$ cat src/inc/cbe_pkg.sv
package cbe_pkg;

  localparam int CBE_PC_W  = 16;
  localparam int CBE_OFS_W = 7;
  localparam int CBE_CNT_W = 16;

  // register byte offsets
  localparam logic [7:0] CBE_ADR_CTRL   = 8'h00;
  localparam logic [7:0] CBE_ADR_STATUS = 8'h04;
  localparam logic [7:0] CBE_ADR_LASTPC = 8'h08;
  localparam logic [7:0] CBE_ADR_COUNT  = 8'h0C;

  // field positions
  localparam int CBE_CTRL_EN_BIT      = 0;
  localparam int CBE_STAT_BUSY_BIT    = 0;
  localparam int CBE_STAT_TAKEN_BIT   = 1;

  // reset values
  localparam logic CBE_CTRL_EN_RST = 1'b1;

  // flag vector layout: {t, h, v, n, c}
  localparam int CBE_FLAG_W = 5;
  localparam int CBE_FLG_C  = 0;
  localparam int CBE_FLG_N  = 1;
  localparam int CBE_FLG_V  = 2;
  localparam int CBE_FLG_H  = 3;
  localparam int CBE_FLG_T  = 4;

  typedef enum logic [2:0] {
    CBE_OP_MINUS     = 3'h0,
    CBE_OP_PLUS      = 3'h1,
    CBE_OP_SGE       = 3'h2,
    CBE_OP_SLT       = 3'h3,
    CBE_OP_HALF_SET  = 3'h4,
    CBE_OP_HALF_CLR  = 3'h5,
    CBE_OP_XFER_SET  = 3'h6,
    CBE_OP_LOWER     = 3'h7
  } cbe_op_t;

  typedef enum logic [1:0] {
    CBE_ST_IDLE  = 2'b01,
    CBE_ST_TAKEN = 2'b10
  } cbe_state_t;

endpackage

$ cat src/hdl/cbe_cond_eval.sv
`timescale 1ns/10ps
module cbe_cond_eval
  import cbe_pkg::*;
#(
  parameter int PC_W  = CBE_PC_W,
  parameter int OFS_W = CBE_OFS_W
) (
  input  wire logic [2:0]            op,
  input  wire logic [CBE_FLAG_W-1:0] flags,
  input  wire logic [PC_W-1:0]       pc_cur,
  input  wire logic [OFS_W-1:0]      offset,
  output logic                       taken,
  output logic [PC_W-1:0]            target,
  output logic [PC_W-1:0]            seq_pc
);

  logic [PC_W-1:0] offset_ext;

  always_comb begin
    case (cbe_op_t'(op))
      CBE_OP_MINUS:    taken = flags[CBE_FLG_N];
      CBE_OP_PLUS:     taken = ~flags[CBE_FLG_N];
      CBE_OP_SGE:      taken = ~(flags[CBE_FLG_N] ^ flags[CBE_FLG_V]);
      CBE_OP_SLT:      taken = flags[CBE_FLG_N] ^ flags[CBE_FLG_V];
      CBE_OP_HALF_SET: taken = flags[CBE_FLG_H];
      CBE_OP_HALF_CLR: taken = ~flags[CBE_FLG_H];
      CBE_OP_XFER_SET: taken = flags[CBE_FLG_T];
      default:         taken = flags[CBE_FLG_C];
    endcase
  end

  assign offset_ext = {{(PC_W-OFS_W){offset[OFS_W-1]}}, offset};
  assign target     = PC_W'(pc_cur + offset_ext + 1'b1);
  assign seq_pc     = PC_W'(pc_cur + 1'b1);

endmodule

$ cat src/hdl/cbe_branch_unit.sv
// Summary of operation
// - branch_if_minus loads pc plus offset plus one when the negative flag is 1, else advances.
// - branch_if_plus takes the relative branch only when the negative flag is 0.
// - branch_signed_greater_equal branches when negative xor overflow is 0.
// - branch_signed_less_than branches when negative xor overflow is 1.
// - branch_half_carry_set branches when the half carry flag is 1.
// - branch_half_carry_clear branches when the half carry flag is 0.
// - branch_transfer_bit_set branches when the transfer flag is 1.
// - these branches leave every flag unchanged and take one cycle untaken, two taken.
// - branch_if_lower branches when the carry flag is 1, like branch on carry set.
//
// Decided for this implementation: the register offsets and the Wishbone slave port.
`timescale 1ns/10ps
module cbe_branch_unit
  import cbe_pkg::*;
#(
  parameter int PC_W  = CBE_PC_W,
  parameter int OFS_W = CBE_OFS_W,
  parameter int CNT_W = CBE_CNT_W
) (
  input  wire logic                  clk_sys,
  input  wire logic                  srst,
  input  wire logic [7:0]            wb_adr_i,
  input  wire logic [31:0]           wb_dat_i,
  output logic [31:0]                wb_dat_o,
  input  wire logic                  wb_we_i,
  input  wire logic [3:0]            wb_sel_i,
  input  wire logic                  wb_cyc_i,
  input  wire logic                  wb_stb_i,
  output logic                       wb_ack_o,
  input  wire logic                  br_req,
  input  wire logic [2:0]            br_op,
  input  wire logic [OFS_W-1:0]      br_offset,
  input  wire logic [PC_W-1:0]       pc_cur,
  input  wire logic                  flag_c,
  input  wire logic                  flag_n,
  input  wire logic                  flag_v,
  input  wire logic                  flag_h,
  input  wire logic                  flag_t,
  output logic                       br_busy,
  output logic                       pc_load,
  output logic [PC_W-1:0]            pc_value,
  output logic [CBE_FLAG_W-1:0]      flags_out
);

  typedef struct packed {
    cbe_state_t            state;
    logic                  ack;
    logic [31:0]           dat;
    logic                  enable;
    logic                  busy;
    logic                  load;
    logic [PC_W-1:0]       pc_value;
    logic [PC_W-1:0]       target;
    logic [PC_W-1:0]       last_pc;
    logic                  last_taken;
    logic [CNT_W-1:0]      count;
    logic [CBE_FLAG_W-1:0] flags;
  } cbe_regs_t;

  cbe_regs_t                 r;
  cbe_regs_t                 next_r;
  logic [CBE_FLAG_W-1:0]     flags_in;
  logic                      cond_taken;
  logic [PC_W-1:0]           cond_target;
  logic [PC_W-1:0]           cond_seq;
  logic                      bus_req;
  logic                      bus_wr;
  logic                      count_inc;
  logic [3:0]                reg_hit;
  logic [31:0]               rd_word;

  // one-hot register select: bit 0 ctrl, 1 status, 2 last pc, 3 count
  function automatic logic [3:0] reg_decode(input logic [7:0] adr);
    logic [3:0] hit;
    hit = 4'h0;
    if (adr == CBE_ADR_CTRL) begin
      hit[0] = 1'b1;
    end else if (adr == CBE_ADR_STATUS) begin
      hit[1] = 1'b1;
    end else if (adr == CBE_ADR_LASTPC) begin
      hit[2] = 1'b1;
    end else if (adr == CBE_ADR_COUNT) begin
      hit[3] = 1'b1;
    end
    return hit;
  endfunction

  assign flags_in = {flag_t, flag_h, flag_v, flag_n, flag_c};

  cbe_cond_eval #(
    .PC_W  (PC_W),
    .OFS_W (OFS_W)
  ) i_cbe_cond_eval (
    .op     (br_op),
    .flags  (flags_in),
    .pc_cur (pc_cur),
    .offset (br_offset),
    .taken  (cond_taken),
    .target (cond_target),
    .seq_pc (cond_seq)
  );

  assign bus_req = wb_cyc_i & wb_stb_i & ~r.ack;
  assign bus_wr  = bus_req & wb_we_i;
  assign reg_hit = reg_decode(wb_adr_i);

  always_comb begin
    next_r    = r;
    next_r.load = 1'b0;
    next_r.ack  = bus_req;
    count_inc = 1'b0;

    case (r.state)
      CBE_ST_IDLE: begin
        if (br_req) begin
          next_r.flags = flags_in;
          // enable low forces the sequential path
          if (r.enable && cond_taken) begin
            next_r.state  = CBE_ST_TAKEN;
            next_r.busy   = 1'b1;
            next_r.target = cond_target;
          end else begin
            next_r.load       = 1'b1;
            next_r.pc_value   = cond_seq;
            next_r.last_pc    = cond_seq;
            next_r.last_taken = 1'b0;
          end
        end
      end
      // a request in this cycle is dropped while br_busy is high
      CBE_ST_TAKEN: begin
        next_r.state      = CBE_ST_IDLE;
        next_r.busy       = 1'b0;
        next_r.load       = 1'b1;
        next_r.pc_value   = r.target;
        next_r.last_pc    = r.target;
        next_r.last_taken = 1'b1;
        count_inc         = 1'b1;
      end
      default: begin
        next_r.state = CBE_ST_IDLE;
        next_r.busy  = 1'b0;
      end
    endcase

    // register writes; status and last pc ignore writes
    if (bus_wr) begin
      if (reg_hit[0]) begin
        if (wb_sel_i[0]) begin
          next_r.enable = wb_dat_i[CBE_CTRL_EN_BIT];
        end
      end else if (reg_hit[3]) begin
        next_r.count = '0;
      end
    end
    // a taken branch finishing with a clear still counts
    if (count_inc) begin
      next_r.count = (bus_wr && reg_hit[3]) ? CNT_W'(1) : CNT_W'(r.count + 1'b1);
    end

    // read word is formed apart and registered with the ack
    next_r.dat = rd_word;
  end

  // read word: zero for write cycles and unmapped offsets
  always_comb begin
    rd_word = 32'h0000_0000;
    if (bus_req && !wb_we_i) begin
      if (reg_hit[0]) begin
        rd_word[CBE_CTRL_EN_BIT] = r.enable;
      end else if (reg_hit[1]) begin
        rd_word[CBE_STAT_BUSY_BIT]  = r.busy;
        rd_word[CBE_STAT_TAKEN_BIT] = r.last_taken;
      end else if (reg_hit[2]) begin
        rd_word[PC_W-1:0] = r.last_pc;
      end else if (reg_hit[3]) begin
        rd_word[CNT_W-1:0] = r.count;
      end
    end
  end

  always_ff @(posedge clk_sys) begin
    if (srst) begin
      r            <= '0;
      r.state      <= CBE_ST_IDLE;
      r.enable     <= CBE_CTRL_EN_RST;
    end else begin
      r <= next_r;
    end
  end

  assign wb_ack_o  = r.ack;
  assign wb_dat_o  = r.dat;
  assign br_busy   = r.busy;
  assign pc_load   = r.load;
  assign pc_value  = r.pc_value;
  assign flags_out = r.flags;

endmodule

$ cat config.mk
export PLATFORM = sky130hd
export DESIGN_NAME = cbe_branch_unit
export DESIGN_NICKNAME = d
export VERILOG_FILES = /design/src/inc/cbe_pkg.sv /design/src/hdl/cbe_cond_eval.sv /design/src/hdl/cbe_branch_unit.sv
export SDC_FILE = /design/constraint.sdc
export NUM_CORES = 1
export LEC_CHECK = 0
export ABC_CLOCK_PERIOD_IN_PS = 2300
export BUFFER_PORTS_ARGS = -buffer_cell sky130_fd_sc_hd__buf_2
export CAP_MARGIN = 20
export CORE_MARGIN = 2
export CORE_UTILIZATION = 53
export DETAILED_ROUTE_END_ITERATION = 6
export PLACE_DENSITY = 0.9
export SETUP_SLACK_MARGIN = 0.5
export SLEW_MARGIN = 20
export SYNTH_ARGS = -nofsm -noshare
export SYNTH_HDL_FRONTEND = slang
export SYNTH_SLANG_ARGS = --single-unit
$ cat constraint.sdc
create_clock -name clk_sys -period 2.3 [get_ports clk_sys]
set_clock_uncertainty 0.05 [all_clocks]
set_input_delay 0.115 -clock clk_sys [delete_from_list [all_inputs] [get_ports clk_sys]]
set_output_delay 0.115 -clock clk_sys [all_outputs]
set_load 0.05 [all_outputs]
# Word level (Yosys, flattened, before mapping)
# Cells that the tools add are included.
[word_totals]
wordCells = 86
ff_bits = 108
out_inout_bits = 56
[op_classes]
add_sub_neg = 4
n_reduce_logical = 19
mux = 24
bitwise = 10
n_eq_ne = 14
[ops]
columns = ["operator", "count"]
rows = [
  ["$mux 16", 8],
  ["$pmux 17 s2", 2],
  ["$mux 50", 1],
  ["$add 16x1->16 const B", 3],
  ["$mux 17", 2],
  ["$add 16x16->16", 1],
  ["$eq 8x4->1 const B", 2],
  ["$reduce_and 3->1", 4],
  ["$eq 3x3->1 const B", 3],
  ["$eq 8x3->1 const B", 1],
  ["$logic_not 8->1", 1],
  ["$mux 1", 7],
  ["$pmux 1 s7", 1],
  ["$eq 3x2->1 const B", 2],
  ["$ne 2x2->1 const B", 3],
  ["$not 1->1", 6],
  ["$reduce_bool 2->1", 3],
  ["$mux 2", 2],
  ["$reduce_and 2->1", 2],
  ["$reduce_or 2->1", 2],
  ["$reduce_or 4->1", 1],
  ["$and 1x1->1", 3],
  ["$eq 3x1->1 const B", 1],
  ["$logic_and 1x1->1", 3],
  ["7 further kinds", 7],
]

# Longest topological paths before layout
[logic_depth]
ltp_word = 9
depth_mapped = 10

# Hierarchy
# From an unflattened synthesis, not the netlist that was laid out.
[hier_totals]
cells_unflattened = 606
area_unflattened_um2 = 5127.4
[modules_own_cells]
columns = ["module", "cells_per_inst", "area_each_um2", "n_inst", "seq_area_each_um2"]
rows = [
  ["cbe_branch_unit", 456, 4070.2, 1, 1821.7],
  ["cbe_cond_eval", 150, 1057.3, 1, 0.0],
]

# Least setup slack after synthesis
# Ideal clock, no wire load.
[synth_path]
path_type = "register to register"
startpoint = "reg r[107] (netlist name)"
endpoint = "reg r, in the netlist pc_value[10]"
required_ns = 2.133
setup_slack_ns = 0.060
setup_ns = 0.117
period_less_slack_ns = 2.240
path_stages_with_launch = 10
arrival_time_ns = 2.073
path_cell_list = "dfxtp_1 > inv_1 > ha_1 > nand2_1 > a41oi_2 > a22o_1 > and2_1 > buf_6 > buf_6 > a22o_1"
[synth_between]
elab_chain_cells = 3
word_cells_on_any_way = 7
cone_classes = "4 x eq/ne; 1 x mux; 2 x reduce/logical"
[synth_rtl]
columns = ["item", "line_no", "text"]
rows = [
  ["start: declaration", "cbe_branch_unit.sv:61", "cbe_regs_t r;"],
  ["start signal: assignment", "cbe_branch_unit.sv:189", "r <= next_r;"],
  ["$eq 2x1->1 or $eq 2x2->1 (tied branches)", "cbe_branch_unit.sv:114", "case (r.state)"],
  ["$ne 2x2->1 (no source line) or $reduce_bool 2->1 (tied branches)", "--", ""],
  ["$reduce_and 3->1 (no source line)", "--", ""],
]
# Several ways; a longest one is shown, not always the timed one.
# A chain may end at the register's enable or synchronous reset.

# Worst setup path after layout
[layout_path]
startpoint = "reg r[107] (netlist name)"
endpoint = "reg r[23] (netlist name)"
# The elaborated chain is that of the path after synthesis.

==> summary.txt <==
Status
  – Run status: finished with violations
  – Failing checks: DRC

Floorplan
  – Total Die Area: 10440 µm²
  – Total number of placement rows: 35
  – Io pins: between 100 and 150
  – Placeable Area: approximately 9300 µm²
  – Die X-Extent: 102.2 µm
  – Initial core utilization: between 50% and 60%
  – Die height: between 100 and 150 µm

Timing
  – Max-slew violation count: 0
  – Highest achievable clock rate: 533.2 MHz
  – Worst max-slew margin expressed relative to the limit: approximately three fifths
  – Slew @ Worst Pin: around 620 ps
  – Least setup slack across all paths after layout: between 400 and 500 ps
  – Total negative slack: 0 ps
  – Period minus WS final: between 1500 and 2000 ps
  – Tcrit/Tclk final: roughly 82%
  – Finish-stage setup viols: 0
  – RSZ-0062 raised after global routing: true
  – Number of failing hold endpoints at the final stage: 0

Worst setup path
  – Data required time at the worst endpoint: between 2000 and 3000 ps
  – Endpoint type of the worst setup path: flip-flop
  – Worst reg2reg startpoint: r[107]
  – Critical path class: reg -> reg
  – CP startpoint kind: flip-flop
  – Slowest stage cell on the critical path: sky130_fd_sc_hd__dfxtp_4
  – CP peak stage delay: around 370 ps
  – Register-to-register setup slack: 420 ps
  – Cell depth of the worst flop-to-flop path: 9
  – Worst endpoint data arrival time: around 2100 ps
  – RR Endpoint: r[23]
  – Critical path cell sequence: inv_2 > ha_4 > nand2_8 > a41oi_4 > buf_4 > a22o_4 > buf_8 > nor2_1 > a311oi_1
  – Maximum net fanout on the critical path: 11

Pwr
  – Psw: roughly 1.3 mW
  – Switch share: 32.12%
  – Maximum resistive drop on vdd: just over 0.3 mV
  – Register share of total power: between 40% and 50%
  – Relative contribution of the clock network to total power: 31.1%
  – Power density over the cells: around 650 nW/µm²
  – Total leakage power: ~2.4 nW
  – Internal power: roughly 2.7 mW
  – Power share of the combinational group: 25.4%

Place
  – Post-Place Setup Slack: around 43 ps
  – Global placer's final weighted congestion: between 0.8 and 0.9
  – I/O Buffers: 86
  – Cell area reported after detailed placement: roughly 5400 µm²
  – Hpwl dp: around 9.3 mm

Routing
  – Total via count after detailed routing: approximately 5k
  – Per-cell routed wire length: 17.55 µm
  – Iter 0 DRT Violations: around 480
  – First drt pass iteration count: 7
  – Vias per std cell: approximately 6
  – Remaining number of nets flagged by the antenna check after routing: 0
  – Final wirelength: between 10 and 15 mm
  – Residual DRC count: 7

Layout
  – Sequential cell area: about 1800 µm²
  – Fraction of layout instances using a drive strength above 1: 25.50%
  – Antenna Diode Count: 0
  – Synth-to-Final Area Change: 18.52%
  – Most used cells in the layout excluding fill and tap cells: sky130_fd_sc_hd__buf_2, sky130_fd_sc_hd__dfxtp_1, sky130_fd_sc_hd__nor2_1, sky130_fd_sc_hd__nand2_1, sky130_fd_sc_hd__a21oi_1
  – Net count reported at finish: between 700 and 800
  – Final std cell area, no fill: 6053 µm²
  – Fill cell total of the finished layout: 696
  – Combined area of the multi-input logic cells: 2955 µm²

Global routing
  – Met3 demand-to-capacity share in global routing: roughly 3.2%
  – Highest-utilization routing layer at the global route stage: met2
  – Aggregate global-route resource usage: 25.31%
  – Remaining Overflow, GRT: 0
  – Maximum number of pins on one net before global-route repair: 26
  – Global Route met1 Usage: between 30% and 40%
  – First-pass GRT wire length: about 21 mm
  – Met2 demand-to-capacity share in global routing: a little under half
  – Number of antenna violations at the first check in global routing: 0
  – Via count of the first global-routing pass: approximately 4.5k

Worst hold path
  – Hold worst-path end: flags_out[0]
  – Critical hold path startpoint: srst
  – Class of the worst hold path: in -> reg
  – Hold Crit Depth: 2

CTS
  – TritonCTS clock tree: yes
  – Number of buffers inserted during clock tree synthesis: 9
  – Library cell used as clock root buffer: sky130_fd_sc_hd__clkbuf_8
  – H-Tree Depth: 3
  – Clock network latency to the later pin of the worst-skew pair: ~370 ps
  – Number of buffers between clock root and the deepest sink: 2
  – CTS clk-pin slew, worst paths: roughly 100 ps
  – CTS sink cnt: 91

Logic synthesis
  – Synthesis Warnings: 0
  – Complex-gate fraction of the synthesized area: slightly below 20%
  – Post-synthesis share of cell area spent on full adders, half adders and majority gates: roughly 5%
  – Synthesized area: just over 5000 µm²
  – Multiplexer share of the synthesized area: between 1.5 and 2%
  – Register area share after synthesis: between 30% and 40%
  – Count of flip-flops with a built-in enable after synthesis: 0
  – Xor-xnor portion of the synthesized cell area: under 10%
  – Mapped Cells: between 600 and 700
  – Mean instance size in the synthesized netlist: about 8 µm²
  – Post-synth top flop: sky130_fd_sc_hd__dfxtp_1
  – Fraction of the mapped netlist area in simple logic gates: between 20% and 30%
  – Largest family of logic cells by synthesized area: simple AND/OR/NAND/NOR gates
  – Async S/R FF share, synth: 0%
  – Distinct cell type count of the synthesized netlist: 59
  – Number of flip-flops and latches in the synthesized netlist: 91

Run
  – Maximum Capacitance Violations: 0
-- through the flow --
stage | hold slack [ps] | cells | total power [mW] | utilization, %
3_5_place_dp | 290.0 | 786 | 2.562 | 58.17
4_1_cts | 4.689 | 814 | 3.804 | 62.45
5_1_grt | 47.90 | 831 | 4.089 | 65.20
6_report | 29.72 | 831 | 3.964 | 65.20
3_3_place_gp | 286.3 | 786 | 2.523 | 58.17
2_1_floorplan | 197.7 | 638 | 2.390 | -
-- worst max-delay path, delay by kind of cell, from the launching register on --
| family | cells | cell delay, ps |
|---|---|---|
| AND/OR/NAND/NOR | 2 | 130 |
| adder cells (fa/ha/maj) | 1 | 190 |
| AO/OA/AOI/OAI | 3 | 650 |
| buffers and inverters | 3 | 390 |
| flip-flops | 1 | 370 |
-- per-layer routing --
layer | share of wire (%) | routed length [µm]
met3 | 7.8 | 1132
met2 | 51 | 7374
met5 | 0 | 0
met4 | 3.9 | 572
met1 | 38 | 5508
-- cell type report --
class	count	area share [%]
multi-input combinational	454	48.82
sequential	91	30.26
timing repair buffer	126	13.29
tap	129	2.666
clock buffer	11	2.336
clock inverter	5	1.406
inverter	15	1.220
-- flip-flops by register name (all words and copies together), names as in the netlist --
register   cells
r             52
pc_value      16
wb_dat_o      16
flags_out      5
pc_load        1
wb_ack_o       1
-- cells in the mapped netlist (5+ instances only) --
library cell | number | share of area [%]
sky130_fd_sc_hd__dfxtp_1 | 91 | 36
sky130_fd_sc_hd__nor2_1 | 80 | 5.9
sky130_fd_sc_hd__nand2_1 | 55 | 4.0
sky130_fd_sc_hd__buf_4 | 53 | 7.8
sky130_fd_sc_hd__a21oi_1 | 38 | 3.7
sky130_fd_sc_hd__o21ai_0 | 33 | 3.2
sky130_fd_sc_hd__xnor2_1 | 25 | 4.3
sky130_fd_sc_hd__nor3_1 | 21 | 2.1
sky130_fd_sc_hd__ha_1 | 19 | 4.7
sky130_fd_sc_hd__nand3_1 | 18 | 1.8
sky130_fd_sc_hd__clkbuf_1 | 17 | 1.2
sky130_fd_sc_hd__inv_1 | 15 | 1.1
sky130_fd_sc_hd__a22oi_1 | 14 | 2.1
sky130_fd_sc_hd__a22o_1 | 13 | 2.2
sky130_fd_sc_hd__xor2_1 | 13 | 2.2
sky130_fd_sc_hd__a211oi_1 | 9 | 1.3
sky130_fd_sc_hd__nand4_1 | 8 | 0.98
sky130_fd_sc_hd__buf_2 | 7 | 0.69
sky130_fd_sc_hd__nand2b_1 | 7 | 0.86
sky130_fd_sc_hd__nor4_1 | 7 | 0.86
sky130_fd_sc_hd__and3_1 | 5 | 0.61
sky130_fd_sc_hd__nor2b_1 | 5 | 0.61
sky130_fd_sc_hd__o22ai_1 | 5 | 0.61
-- power by group through the flow --
stage / combinational [mW] / clock, mW / sequential, mW
floorplan: 0.642 / 0 / 1.75
global placement: 0.773 / 0 / 1.75
detailed placement: 0.808 / 0 / 1.75
CTS: 0.862 / 1.22 / 1.72
global route: 1.07 / 1.29 / 1.73
finish: 1.01 / 1.23 / 1.72
-- cells by family (layout without fill, tap and decap cells) --
family,count (synthesis),after routing
flip-flops,91,91
AO/OA/AOI/OAI,148,148
XOR/XNOR,38,38
adder cells (fa/ha/maj),20,20
multiplexers,7,7
other,1,16
AND/OR/NAND/NOR,224,225
buffers and inverters,94,157
-- worst max path at each step --
stage / start / to / slack (ps)
global placement: pc_cur[0] / r[52] / 130
global route: pc_cur[0] / r[52] / 330
floorplan: pc_cur[0] / r[52] / 420
CTS: r[107] / r[23] / 490
detailed placement: pc_cur[0] / r[52] / 40
finish: r[107] / r[23] / 420
-- what timing repair did --
| action | CTS | global route |
|---|---|---|
| gates cloned | 1 | 3 |
| setup buffers | 3 | 14 |
| resized for setup | 20 | 26 |
| endpoints found under the setup margin | 44 | 59 |
| pin swaps | 4 | 3 |
| hold endpoints to repair | 7 | 0 |
| hold buffers | 8 | 0 |
Note: power is estimated with default switching activity, not from simulation.
